File: src/fsgsr_pkg.sv
package fsgsr_pkg;

	// register indices; the byte address is four times the index
	localparam logic [5:0] IDX_LINE  = 6'h01;
	localparam logic [5:0] IDX_ROI   = 6'h03;
	localparam logic [5:0] IDX_DARK  = 6'h05;
	localparam logic [5:0] IDX_PAD   = 6'h06;
	localparam logic [5:0] IDX_EXPO  = 6'h09;
	localparam logic [5:0] IDX_GAIN  = 6'h0C;
	localparam logic [5:0] IDX_FINE  = 6'h0D;
	localparam logic [5:0] IDX_SYNC  = 6'h0E;
	localparam logic [5:0] IDX_GSTAT = 6'h15;
	localparam logic [5:0] IDX_FSTAT = 6'h16;
	localparam logic [5:0] IDX_SUBS  = 6'h28;

	localparam int ADDR_W = 8;

	// reset values
	localparam logic [15:0] RST_LINE = 16'h0000;
	localparam logic [15:0] RST_ROI  = 16'h0001;
	localparam logic [15:0] RST_DARK = 16'h0102;
	localparam logic [15:0] RST_PAD  = 16'h0000;
	localparam logic [15:0] RST_EXPO = 16'h0000;
	localparam logic [15:0] RST_GAIN = 16'h00A2;
	localparam logic [15:0] RST_FINE = 16'h0080;
	localparam logic [15:0] RST_SYNC = 16'h033F;
	localparam logic [15:0] RST_SUBS = 16'h0000;
	localparam logic [15:0] RST_STAT = 16'h0000;

	// writable bits of each register; the rest read as zero
	localparam logic [15:0] MASK_LINE = 16'hFFFF;
	localparam logic [15:0] MASK_ROI  = 16'h00FF;
	localparam logic [15:0] MASK_DARK = 16'h1FFF;
	localparam logic [15:0] MASK_PAD  = 16'h0FFF;
	localparam logic [15:0] MASK_EXPO = 16'hFFFF;
	localparam logic [15:0] MASK_GAIN = 16'h3FFF;
	localparam logic [15:0] MASK_FINE = 16'h0FFF;
	localparam logic [15:0] MASK_SYNC = 16'h073F;
	localparam logic [15:0] MASK_SUBS = 16'h001F;

	// frame_update_control bit positions
	localparam int SYNC_LINE_BIT  = 0;
	localparam int SYNC_DARK_BIT  = 1;
	localparam int SYNC_PAD_BIT   = 2;
	localparam int SYNC_EXPO_BIT  = 3;
	localparam int SYNC_GAIN_BIT  = 4;
	localparam int SYNC_ROI_BIT   = 5;
	localparam int BLANK_ROI_BIT  = 8;
	localparam int BLANK_SUBS_BIT = 9;
	localparam int EXPO_MODE_BIT  = 10;

	// gain register fields
	localparam int GAIN_LATCOMP_BIT = 13;
	localparam int COARSE_LSB       = 0;
	localparam int COARSE_W         = 5;
	localparam int SECOND_LSB       = 5;
	localparam int SECOND_W         = 8;
	localparam int FINE_W           = 12;

	localparam int LINE_W = 8;
	localparam int DARK_W = 8;
	localparam int PAD_W  = 12;
	localparam int EXPO_W = 16;
	localparam int ROI_W  = 8;
	localparam int SUBS_W = 5;

	typedef struct packed {
		logic [SECOND_W-1:0] second;
		logic [COARSE_W-1:0] coarse;
		logic [FINE_W-1:0]   fine;
	} fsgsr_gain_t;

	typedef struct packed {
		logic [LINE_W-1:0] lineLength;
		logic [DARK_W-1:0] darkRows;
		logic [PAD_W-1:0]  padRows;
		logic [EXPO_W-1:0] integration;
		fsgsr_gain_t       gain;
		logic [ROI_W-1:0]  roiActive;
		logic [SUBS_W-1:0] subsampleMode;
	} fsgsr_applied_t;

endpackage

File: src/fsgsr_regs.sv
// Function
// RQ1: lat comp delays gain one extra frame
// RQ2: line length aligned to frame start if enabled
// RQ3: dark rows aligned to frame start if enabled
// RQ4: padding rows aligned to frame start if enabled
// RQ5: integration time aligned if enabled
// RQ6: coarse/second gain aligned if enabled
// RQ7: region selection aligned if enabled
// RQ8: blank first frame after region change; the code blanks only while BLANK_ROI_BIT is set
// RQ9: snapshot: blank after subsample change if enabled
// RQ10: rolling: always blank after subsample change
// RQ11: mode clear: integration taken at overhead start
// RQ12: mode set: integration passes through continuously
// RQ13: triggered master: integration taken at integration start
// RQ14: software keeps mode bit zero elsewhere
// RQ15: cleared enable still governs integration update
// RQ16: gain readback: coarse 4:0, second 12:5
// RQ17: fine gain readback shows applied value
// RQ18: status writes ignored, reserved bits zero
//
// Our own choice: the APB slave port.
`timescale 1ns/1ps
module fsgsr_regs
	import fsgsr_pkg::*;
(
	input  wire logic              sys_clk,
	input  wire logic              arst_n,
	input  wire logic              psel,
	input  wire logic              penable,
	input  wire logic              pwrite,
	input  wire logic [ADDR_W-1:0] paddr,
	input  wire logic [31:0]       pwdata,
	output logic      [31:0]       prdata,
	output logic                   pready,
	output logic                   pslverr,
	input  wire logic              frameStart,
	input  wire logic              overheadStart,
	input  wire logic              integrationStart,
	input  wire logic              rollingShutter,
	input  wire logic              triggeredMaster,
	output fsgsr_applied_t         applied,
	output logic                   blankFrame
);

	////////////////////////////////////////////////////////////////////////////////
	// bus decode

	function automatic logic hit(input logic [ADDR_W-1:0] a, input logic [5:0] idx);
		hit = (a[1:0] == 2'h0) && (a[ADDR_W-1:2] == idx);
	endfunction

	// misaligned addresses never hit, so they fall to the error answer

	logic [15:0] lineReg;
	logic [15:0] roiReg;
	logic [15:0] darkReg;
	logic [15:0] padReg;
	logic [15:0] expoReg;
	logic [15:0] gainReg;
	logic [15:0] fineReg;
	logic [15:0] syncReg;
	logic [15:0] subsReg;

	wire hitLine  = hit(paddr, IDX_LINE);
	wire hitRoi   = hit(paddr, IDX_ROI);
	wire hitDark  = hit(paddr, IDX_DARK);
	wire hitPad   = hit(paddr, IDX_PAD);
	wire hitExpo  = hit(paddr, IDX_EXPO);
	wire hitGain  = hit(paddr, IDX_GAIN);
	wire hitFine  = hit(paddr, IDX_FINE);
	wire hitSync  = hit(paddr, IDX_SYNC);
	wire hitSubs  = hit(paddr, IDX_SUBS);
	wire hitGStat = hit(paddr, IDX_GSTAT);
	wire hitFStat = hit(paddr, IDX_FSTAT);
	wire mapped   = hitLine | hitRoi | hitDark | hitPad | hitExpo | hitGain
		| hitFine | hitSync | hitSubs | hitGStat | hitFStat;

	// one wait state so that ready and read data come from flip-flops
	wire         accessOpen = psel && penable && !pready;
	wire         wrEn       = psel && penable && pready && pwrite && mapped;
	wire [15:0]  wd         = pwdata[15:0];

	// status words built from the values in use, reserved bits zero
	wire [15:0] gainStatus = {3'h0, applied.gain.second, applied.gain.coarse}; // [RQ16] [RQ18]
	wire [15:0] fineStatus = {4'h0, applied.gain.fine};                        // [RQ17] [RQ18]

	wire [15:0] rdMux =
		hitLine  ? lineReg :
		hitRoi   ? roiReg :
		hitDark  ? darkReg :
		hitPad   ? padReg :
		hitExpo  ? expoReg :
		hitGain  ? gainReg :
		hitFine  ? fineReg :
		hitSync  ? syncReg :
		hitSubs  ? subsReg :
		hitGStat ? gainStatus :
		hitFStat ? fineStatus : 16'h0000;

	always_ff @(posedge sys_clk or negedge arst_n)
	begin
		if (!arst_n)
		begin
			pready  <= 1'b0;
			pslverr <= 1'b0;
			prdata  <= 32'h0000_0000;
		end
		else
		begin
			pready  <= accessOpen;
			pslverr <= accessOpen && !mapped;
			prdata  <= (accessOpen && !pwrite) ? {16'h0000, rdMux} : 32'h0000_0000;
		end
	end

	// status registers have no storage, so writes to them fall away [RQ18]
	always_ff @(posedge sys_clk or negedge arst_n)
	begin
		if (!arst_n)
		begin
			lineReg <= RST_LINE;
			roiReg  <= RST_ROI;
			darkReg <= RST_DARK;
			padReg  <= RST_PAD;
			expoReg <= RST_EXPO;
			gainReg <= RST_GAIN;
			fineReg <= RST_FINE;
			syncReg <= RST_SYNC;
			subsReg <= RST_SUBS;
		end
		else if (wrEn)
		begin
			if (hitLine) lineReg <= wd & MASK_LINE;
			if (hitRoi)  roiReg  <= wd & MASK_ROI;
			if (hitDark) darkReg <= wd & MASK_DARK;
			if (hitPad)  padReg  <= wd & MASK_PAD;
			if (hitExpo) expoReg <= wd & MASK_EXPO;
			if (hitGain) gainReg <= wd & MASK_GAIN;
			if (hitFine) fineReg <= wd & MASK_FINE;
			if (hitSync) syncReg <= wd & MASK_SYNC;
			if (hitSubs) subsReg <= wd & MASK_SUBS;
		end
	end

	////////////////////////////////////////////////////////////////////////////////
	// update alignment

	wire latComp = gainReg[GAIN_LATCOMP_BIT];
	wire expoMode = syncReg[EXPO_MODE_BIT];

	fsgsr_gain_t gainWritten;
	fsgsr_gain_t gainStage;

	// reset gain in use, built once for both the stage and the applied copy
	localparam fsgsr_gain_t GAIN_RESET = '{
		second: RST_GAIN[SECOND_LSB +: SECOND_W],
		coarse: RST_GAIN[COARSE_LSB +: COARSE_W],
		fine:   RST_FINE[FINE_W-1:0]
	};
	assign gainWritten.coarse = gainReg[COARSE_LSB +: COARSE_W];
	assign gainWritten.second = gainReg[SECOND_LSB +: SECOND_W];
	assign gainWritten.fine   = fineReg[FINE_W-1:0];

	// the stage catches each frame's written gain; with compensation on,
	// the applied gain is fed from it and so trails by one more frame
	always_ff @(posedge sys_clk or negedge arst_n)
	begin
		if (!arst_n)
			gainStage <= GAIN_RESET;
		else if (frameStart)
			gainStage <= gainWritten; // [RQ1]
	end

	wire fsgsr_gain_t gainSource = latComp ? gainStage : gainWritten; // [RQ1]

	// integration point: overhead start, or pass-through, or integration start
	wire expoStrobe = !expoMode ? overheadStart          // [RQ11]
		: triggeredMaster ? integrationStart              // [RQ13]
		: 1'b1;                                           // [RQ12]

	fsgsr_shadow #(
		.W   (LINE_W),
		.RST (RST_LINE[LINE_W-1:0])
	) uLine (
		.sys_clk (sys_clk),
		.arst_n  (arst_n),
		.setting (lineReg[LINE_W-1:0]),
		.alignEn (syncReg[SYNC_LINE_BIT]), // [RQ2]
		.strobe  (frameStart),
		.applied (applied.lineLength)
	);

	fsgsr_shadow #(
		.W   (DARK_W),
		.RST (RST_DARK[DARK_W-1:0])
	) uDark (
		.sys_clk (sys_clk),
		.arst_n  (arst_n),
		.setting (darkReg[DARK_W-1:0]),
		.alignEn (syncReg[SYNC_DARK_BIT]), // [RQ3]
		.strobe  (frameStart),
		.applied (applied.darkRows)
	);

	fsgsr_shadow #(
		.W   (PAD_W),
		.RST (RST_PAD[PAD_W-1:0])
	) uPad (
		.sys_clk (sys_clk),
		.arst_n  (arst_n),
		.setting (padReg[PAD_W-1:0]),
		.alignEn (syncReg[SYNC_PAD_BIT]), // [RQ4]
		.strobe  (frameStart),
		.applied (applied.padRows)
	);

	// the enable bit decides alignment whatever the mode bit picks as strobe
	fsgsr_shadow #(
		.W   (EXPO_W),
		.RST (RST_EXPO)
	) uExpo (
		.sys_clk (sys_clk),
		.arst_n  (arst_n),
		.setting (expoReg),
		.alignEn (syncReg[SYNC_EXPO_BIT]), // [RQ5] [RQ15]
		.strobe  (expoStrobe),
		.applied (applied.integration)
	);

	fsgsr_shadow #(
		.W   ($bits(fsgsr_gain_t)),
		.RST (GAIN_RESET)
	) uGain (
		.sys_clk (sys_clk),
		.arst_n  (arst_n),
		.setting (gainSource),
		.alignEn (syncReg[SYNC_GAIN_BIT]), // [RQ6]
		.strobe  (frameStart),
		.applied (applied.gain)
	);

	// region changes also feed the blanking logic below
	fsgsr_shadow #(
		.W   (ROI_W),
		.RST (RST_ROI[ROI_W-1:0])
	) uRoi (
		.sys_clk (sys_clk),
		.arst_n  (arst_n),
		.setting (roiReg[ROI_W-1:0]),
		.alignEn (syncReg[SYNC_ROI_BIT]), // [RQ7]
		.strobe  (frameStart),
		.applied (applied.roiActive)
	);

	// readout mode always waits for a frame start
	fsgsr_shadow #(
		.W   (SUBS_W),
		.RST (RST_SUBS[SUBS_W-1:0])
	) uSubs (
		.sys_clk (sys_clk),
		.arst_n  (arst_n),
		.setting (subsReg[SUBS_W-1:0]),
		.alignEn (1'b1),
		.strobe  (frameStart),
		.applied (applied.subsampleMode)
	);

	////////////////////////////////////////////////////////////////////////////////
	// frame blanking

	logic [ROI_W-1:0]  roiSeen;
	logic [SUBS_W-1:0] subsSeen;
	logic              frameStartD;
	logic              blankPending;

	wire roiChange  = (roiSeen != applied.roiActive) && syncReg[BLANK_ROI_BIT]; // [RQ8]
	wire subsChange = (subsSeen != applied.subsampleMode)
		&& (rollingShutter || syncReg[BLANK_SUBS_BIT]);                        // [RQ9] [RQ10]
	wire blankEvent = roiChange || subsChange;

	// a change seen one cycle after frame start belongs to the new frame;
	// any other change waits for the next one, and an event never loses
	wire next_pending = frameStartD ? 1'b0 : (blankPending || blankEvent);

	always_ff @(posedge sys_clk or negedge arst_n)
	begin
		if (!arst_n)
		begin
			roiSeen      <= RST_ROI[ROI_W-1:0];
			subsSeen     <= RST_SUBS[SUBS_W-1:0];
			frameStartD  <= 1'b0;
			blankPending <= 1'b0;
			blankFrame   <= 1'b0;
		end
		else
		begin
			roiSeen      <= applied.roiActive;
			subsSeen     <= applied.subsampleMode;
			frameStartD  <= frameStart;
			blankPending <= next_pending;
			if (frameStartD)
				blankFrame <= blankPending || blankEvent; // [RQ8] [RQ9] [RQ10]
		end
	end

endmodule

File: src/fsgsr_shadow.sv
`timescale 1ns/1ps
module fsgsr_shadow
	import fsgsr_pkg::*;
#(
	parameter int         W   = 8,
	parameter logic [W-1:0] RST = '0
)
(
	input  wire logic         sys_clk,
	input  wire logic         arst_n,
	input  wire logic [W-1:0] setting,
	input  wire logic         alignEn,
	input  wire logic         strobe,
	output logic      [W-1:0] applied
);

	// aligned: copy only on the strobe; otherwise follow the setting
	wire         takeNow    = !alignEn || strobe;
	wire [W-1:0] next_value = takeNow ? setting : applied;

	always_ff @(posedge sys_clk or negedge arst_n)
	begin
		if (!arst_n)
			applied <= RST;
		else
			applied <= next_value;
	end

endmodule

File: config.mk
export PLATFORM = sky130hd
export DESIGN_NAME = fsgsr_regs
export DESIGN_NICKNAME = d
export VERILOG_FILES = /design/src/fsgsr_pkg.sv /design/src/fsgsr_regs.sv /design/src/fsgsr_shadow.sv
export SDC_FILE = /design/constraint.sdc
export NUM_CORES = 1
export LEC_CHECK = 0
export BUFFER_PORTS_ARGS = -buffer_cell sky130_fd_sc_hd__buf_2
export CORE_AREA = 5 5 145 147
export CTS_CLUSTER_DIAMETER = 120
export DETAILED_ROUTE_END_ITERATION = 10
export DIE_AREA = 0 0 150 152
export PLACE_DENSITY = 0.79
export SYNTH_ARGS = -nofsm -noshare
export SYNTH_HDL_FRONTEND = slang
export SYNTH_SLANG_ARGS = --single-unit
File: constraint.sdc
create_clock -name sys_clk -period 1.94 [get_ports sys_clk]
set_input_delay 0.194 -clock sys_clk [delete_from_list [all_inputs] [get_ports sys_clk]]
set_output_delay 0.194 -clock sys_clk [all_outputs]
set_load 0.05 [all_outputs]
==> results_dict.tcl, run 1 <==
set metrics [dict create \
    status "finished clean" \
    drcViolationCount 0 \
    design_area_um2 13400 \
    yosysSeqAreaShare 0.562 \
    grt.total_usage 0.270 \
    grt_max_degree 71 \
    die_h_um 152 \
    clock_skew_ns 0.0146 \
    row_count 52 \
    worstPathRequired_ns 2.34 \
    fin_crit_sh 0.963 \
    clock_sinks 246 \
    ys_ff_latch 246 \
    drive_gt1_frac 0.448 \
    insertion_delay_ns 0.52 \
    grt_pass1_wl_um 48000 \
    finalSetupViolCount 0 \
    final.min_clock_period_ns 1.87 \
    reg2regPathDepth 5 \
    io_pins 167 \
    timing.rr.start "pready" \
    end_kind "flop" \
    worstMarginPinSlew_ns 0.581 \
    coreArea_um2 19800 \
    fmax_ghz 0.535 \
    total_power_w 0.0109 \
    min_path_type "in2reg" \
    synth.avg_cell_area_um2 12.8 \
    grt_remaining_overflow 0 \
    die_w_um 150 \
    startpoint_type "flop" \
    post_cts_buffers 0 \
    drv_cap 0 \
    p_leak_nw 6.78 \
    synthArstFlopShare 1.00 \
    port_buffers 134 \
    rsz0062_at_grt "no" \
    start_util 0.557 \
    post-dp-hpwl_um 22100 \
    critPathLaunch "pready" \
    wl_um 30500 \
    dpl.cell_count 1303 \
    grt_pass1_vias 8354 \
    cts_buffer_depth 3 \
    via_per_inst 5.87 \
    vias 7966 \
    netlist_instances 861 \
    cts.clk_slew.worst_paths_ns 0.06 \
    yosysWarnings 0 \
    synth_ff_type "dfrtp_1" \
    htree_levels 1 \
    hold_violations 0 \
    dr.pass1.iters 6 \
    cts_tree "yes" \
    globalplace.congestion 0.966 \
    ir_drop_mv 0.590 \
    final_cell_mix "dfrtp_1, mux2_2, buf_2, buf_4, nand2_1" \
    postRouteAntennaNets 0 \
    antenna_found_initial 0 \
    r2r_end "padReg[2]" \
    drt_first_iter_violations 604 \
    min_to "pready" \
    dpl-instance-area_um2 12500 \
    relSlewSlack 0.613 \
    crit_arrival_ns 2.27 \
    yosysUniqueCellTypes 60 \
    cts-root-buf "clkbuf_16" \
    crit_fanout 12 \
    hold_path_depth 3 \
    cts_buffers 25 \
    synth_edf_count 0 \
    finalNonFillerCells 1356 \
    regToRegSetupSlack_ns 0.07 \
    finalNetCount 1117 \
    drv_slew 0 \
    area_delta_synth_final_pct 21.8 \
    synth_area_um2 11000 \
    crit_type "reg2reg" \
    power.density_nw_per_um2 811 \
    final_common_cell "dfrtp_1" \
    whs_ns 0.0236 \
    die_area_um2 22800 \
    wire_per_inst_um 22.5 \
    diodes 0 \
    min_from "psel" \
]
per-layer routing:
layer / GRT usage / up-vias / wire length, µm
li1: - / 3538 / -
met1: 0.363 / 3988 / 12300
met2: 0.444 / 359 / 14800
met3: 0.0414 / 81 / 2130
met4: 0.104 / 0 / 1220
met5: 0 / - / 0
per-stage QoR:
step / setup WS [ns] / util / setup TNS [ns]
after floorplan: -0.0139 / - / -0.139
after global placement: -0.169 / 0.631 / -6.55
after detailed placement: -0.211 / 0.631 / -7.46
after CTS: 0.0750 / 0.678 / 0
after global routing: 0.0555 / 0.678 / 0
final: 0.0713 / 0.678 / 0
Yosys cell counts, drive strengths merged (6+ instances only):
cell / count / share of area
mux2: 187 / 0.19
nor2b: 12 / 0.0068
dfstp: 26 / 0.062
a22o: 11 / 0.0087
mux2i: 33 / 0.030
or3: 8 / 0.0045
o22ai: 9 / 0.0051
nor3: 11 / 0.0059
a221oi: 6 / 0.0059
o21ai: 49 / 0.022
clkbuf: 32 / 0.011
o211ai: 7 / 0.0048
nand2: 52 / 0.018
dfrtp: 220 / 0.50
nor4: 9 / 0.012
xor2: 11 / 0.0087
nand3: 13 / 0.0059
buf: 32 / 0.020
a22oi: 12 / 0.0082
nand2b: 7 / 0.0040
a21oi: 35 / 0.016
nor2: 21 / 0.0074
cell families (layout without fill, tap and decap cells):
family	count (synthesis)	after routing	synth area share
buffers and inverters	68	278	0.0319
other	1	16	0.000341
AND/OR/NAND/NOR	150	150	0.0761
XOR/XNOR	13	13	0.0103
AO/OA/AOI/OAI	163	163	0.0981
flip-flops	246	246	0.562
multiplexers	220	220	0.221
state kept, by name (all words and copies together) (netlist names), 9 cells and up:
register and count:
prdata 16, uPad.applied 12, darkReg 13, uExpo.applied 16
lineReg 16, padReg 12, uGain.applied 25, expoReg 16
gainStage 25, fineReg 12, gainReg 14, syncReg 9
report_power, final:
group          total, W  leakage [nW]  switching, W  internal (W)
sequential      0.00518          3.33     0.0000188       0.00516
clock           0.00499         0.428       0.00195       0.00304
combinational  0.000710          3.01      0.000498      0.000212
worst max-delay path by stage:
| stage | slack (ns) | depth (start not counted) | end |
|---|---|---|---|
| after floorplan | -0.01 | 4 | lineReg[10] |
| after global placement | -0.17 | 7 | prdata[1] |
| after detailed placement | -0.21 | 7 | prdata[1] |
| after CTS | 0.08 | 5 | padReg[2] |
| after global routing | 0.06 | 5 | padReg[2] |
| final | 0.07 | 5 | padReg[2] |
worst max-delay path: stages, from the launching register on:
cell and delay [ns]:
dfrtp_2 0.40, nand4_1 0.26, buf_4 0.25, nor3_1 0.19
buf_4 0.27, mux2_2 0.37
layout make-up:
class / instances / area, µm²
tap: 270 / 338
clock inverter: 8 / 119
clock buffer: 38 / 744
inverter: 4 / 15.0
timing repair buffer: 228 / 1480
sequential: 246 / 6190
fill: 1439 / 6360
multi-input combinational: 562 / 4530
repair_timing:
item / 4_1_cts / 5_1_grt
gates resized for setup: 0 / 0
hold buffers: 7 / 0
endpoints found under the setup margin: 0 / 0
hold endpoints to repair: 75 / 0
Power figures use the tool's default switching activity.
==> run 2, diff against run 1 <==
Settings changed: CORE_AREA 5 5 145 147 to 5 5 149 151, DIE_AREA 0 0 150 152 to 0 0 154 156, PLACE_DENSITY 0.79 to 0.78, SYNTH_HIERARCHICAL from default to 1.
==> run 2 against run 1 <==
- count of clock-buffer cells in the layout decreased by 2
- highest routed layer is now met5
- design area increased by 2.5%
- cell count decreased by 1.4%
- core utilization decreased by 1.3 points
- first-iteration DRC count decreased by 22%
- routed wire length increased by 2.5%
- largest cell class unchanged
- via count decreased by 3.6%
==> results_dict.tcl, run 2 <==
set metrics [dict create \
    status "finished clean" \
    fin_crit_sh 0.882 \
    startpoint_type "flop" \
    hold_path_depth 4 \
    cts.clk_slew.worst_paths_ns 0.06 \
    synth_top_family_by_area "multiplexers" \
    clock_sinks 246 \
    drcViolationCount 0 \
    p_leak_nw 7.08 \
    reg2regPathDepth 4 \
    synthTopCellsByCount "dfrtp_1, mux2_2, mux2_4" \
    seqPwrFrac 0.484 \
    htree_levels 1 \
    yosysWarnings 6 \
    relSlewSlack 0.602 \
    ir_drop_mv 0.594 \
    fin_util 0.665 \
    power.density_nw_per_um2 778 \
    grt_max_degree 73 \
    synth_edf_count 0 \
    drive_gt1_frac 0.511 \
    yosysUniqueCellTypes 62 \
    finalNonFillerCells 1337 \
    netlist_instances 849 \
    netlist.area_leader.share 0.479 \
    hold_violations 0 \
    crit_type "reg2reg" \
    synth-simple-area-share 0.0752 \
    fin_tns_setup_ns 0 \
    synth_area_um2 11500 \
    cts_resized 0 \
    synthMuxAreaShare 0.260 \
    min_path_type "in2reg" \
    die_w_um 154 \
    coreArea_um2 20700 \
    vias 7682 \
    grt_use_met1 0.355 \
    netSwitchingFraction 0.234 \
    via_per_inst 5.75 \
    p_comb_frac 0.065 \
    port_buffers 134 \
    drv_slew 0 \
    setup_ws_ns 0.229 \
    power_switching_w 0.00250 \
    globalplace.congestion 0.951 \
    drv_cap 0 \
    cts_buffer_depth 3 \
    grt_remaining_overflow 0 \
    top_usage_layer "met2" \
    synth-compound-area-share 0.0756 \
    antenna_found_initial 1 \
    postRouteAntennaNets 0 \
    dp_slack_ns -0.131 \
    cts_buffers 26 \
    use_met2 0.424 \
    cts_tree "yes" \
    post_cts_buffers 0 \
    final_cell_mix "dfrtp_1, mux2_2, buf_2, buf_4, mux2_4" \
    r2r_end "fineReg[6]" \
    synth.avg_cell_area_um2 13.5 \
    synthArstFlopShare 1.00 \
    yosysMostFrequentCell "dfrtp_1" \
    p_clk_frac 0.452 \
    fmax_ghz 0.584 \
    post-dp-hpwl_um 22700 \
    use_met3 0.0474 \
    finalNetCount 1093 \
    start_util 0.556 \
    drt_first_iter_violations 470 \
    grt_pass1_vias 8105 \
    clock_skew_ns 0.0203 \
    grt.total_usage 0.257 \
    timing.rr.start "pready" \
    worstPathRequired_ns 2.34 \
    wl_um 31200 \
    intPower_w 0.00820 \
    final.min_clock_period_ns 1.71 \
    row_count 53 \
    end_kind "flop" \
    crit_fanout 12 \
    worstMarginPinSlew_ns 0.592 \
    synthAdderAreaFrac 0.000871 \
    die_h_um 156 \
    diodes 0 \
    io_pins 167 \
    finalSetupViolCount 0 \
    synth_area_leader_cell "dfrtp_1" \
    ys_ff_latch 246 \
    reg_top3 "gainStage (25), uGain/applied (25)" \
    min_to "prdata[2]" \
    rsz0062_at_grt "no" \
    min_from "pwrite" \
    synthXorXnorAreaFrac 0.00990 \
    synthTopCellsByArea "dfrtp_1, mux2_2, mux2_4" \
    wire_per_inst_um 23.3 \
    dr.pass1.iters 5 \
    die_area_um2 24000 \
    cts-root-buf "clkbuf_16" \
    ctsHoldBuffers 6 \
    area_delta_synth_final_pct 19.7 \
    dpl.cell_count 1284 \
    yosysSeqAreaShare 0.538 \
    crit_arrival_ns 2.11 \
    final_common_cell "dfrtp_1" \
    synth_ff_type "dfrtp_1" \
    insertion_delay_ns 0.53 \
    regToRegSetupSlack_ns 0.23 \
    grt_pass1_wl_um 48300 \
]
-- run 2: routing by layer --
layer | up-vias | wire [µm] | share of wire
li1 | 3442 | - | -
met1 | 3940 | 13500 | 0.43
met2 | 234 | 15100 | 0.48
met3 | 64 | 1750 | 0.056
met4 | 2 | 819 | 0.026
met5 | - | 11 | 0.00035
-- run 2: layout make-up --
type,instances,area [µm²]
Clock buffer,36,749
Sequential cell,246,6190
Tap cell,275,344
Inverter,3,11.3
Fill cell,1525,6930
Multi-Input combinational cell,544,4920
Clock inverter,11,88.8
Timing Repair Buffer,222,1460
-- run 2: cell families after synthesis --
group	Yosys count
other	2
muxes	243
AOI/OAI and AO/OA	134
xor gates and xnor gates	13
adders and majority gates	1
DFF	246
and+or+nand+nor	136
buffers and inverters	74
-- run 2: power groups by stage --
| stage | clock network, W | registers, W | logic [W] |
|---|---|---|---|
| 2_1_floorplan | 0 | 0.00530 | 0.000304 |
| 3_3_place_gp | 0 | 0.00527 | 0.000672 |
| 3_5_place_dp | 0 | 0.00527 | 0.000678 |
| 4_1_cts | 0.00491 | 0.00518 | 0.000691 |
| 5_1_grt | 0.00513 | 0.00518 | 0.000740 |
| 6_report | 0.00483 | 0.00518 | 0.000693 |
-- run 2: how the worst max path moves through the flow --
| stage | from | end | slack [ns] | depth (start not counted) |
|---|---|---|---|---|
| after floorplan | paddr[1] | darkReg[10] | 0.004 | 5 |
| after global placement | paddr[1] | prdata[11] | -0.12 | 6 |
| after detailed placement | paddr[1] | darkReg[0] | -0.13 | 6 |
| after CTS | pready | fineReg[6] | 0.25 | 4 |
| after global routing | uRoi/applied[0] | blankFrame | 0.14 | 5 |
| final | pready | fineReg[6] | 0.23 | 4 |
-- run 2: critical path, cell delays in order (launching register included) --
cell and delay, ns:
dfrtp_2 0.39, nand4_1 0.31, nor3_1 0.25, buf_4 0.27
mux2_2 0.36
-- run 2: per-stage QoR --
stage	cell area, µm²	power [W]	hold slack, ns
after floorplan	11600	0.00561	-0.102
after global placement	12900	0.00594	0.217
after detailed placement	12900	0.00595	0.212
after CTS	13800	0.0108	0.0129
after global routing	13800	0.0110	0.0282
final	13800	0.0107	0.0393
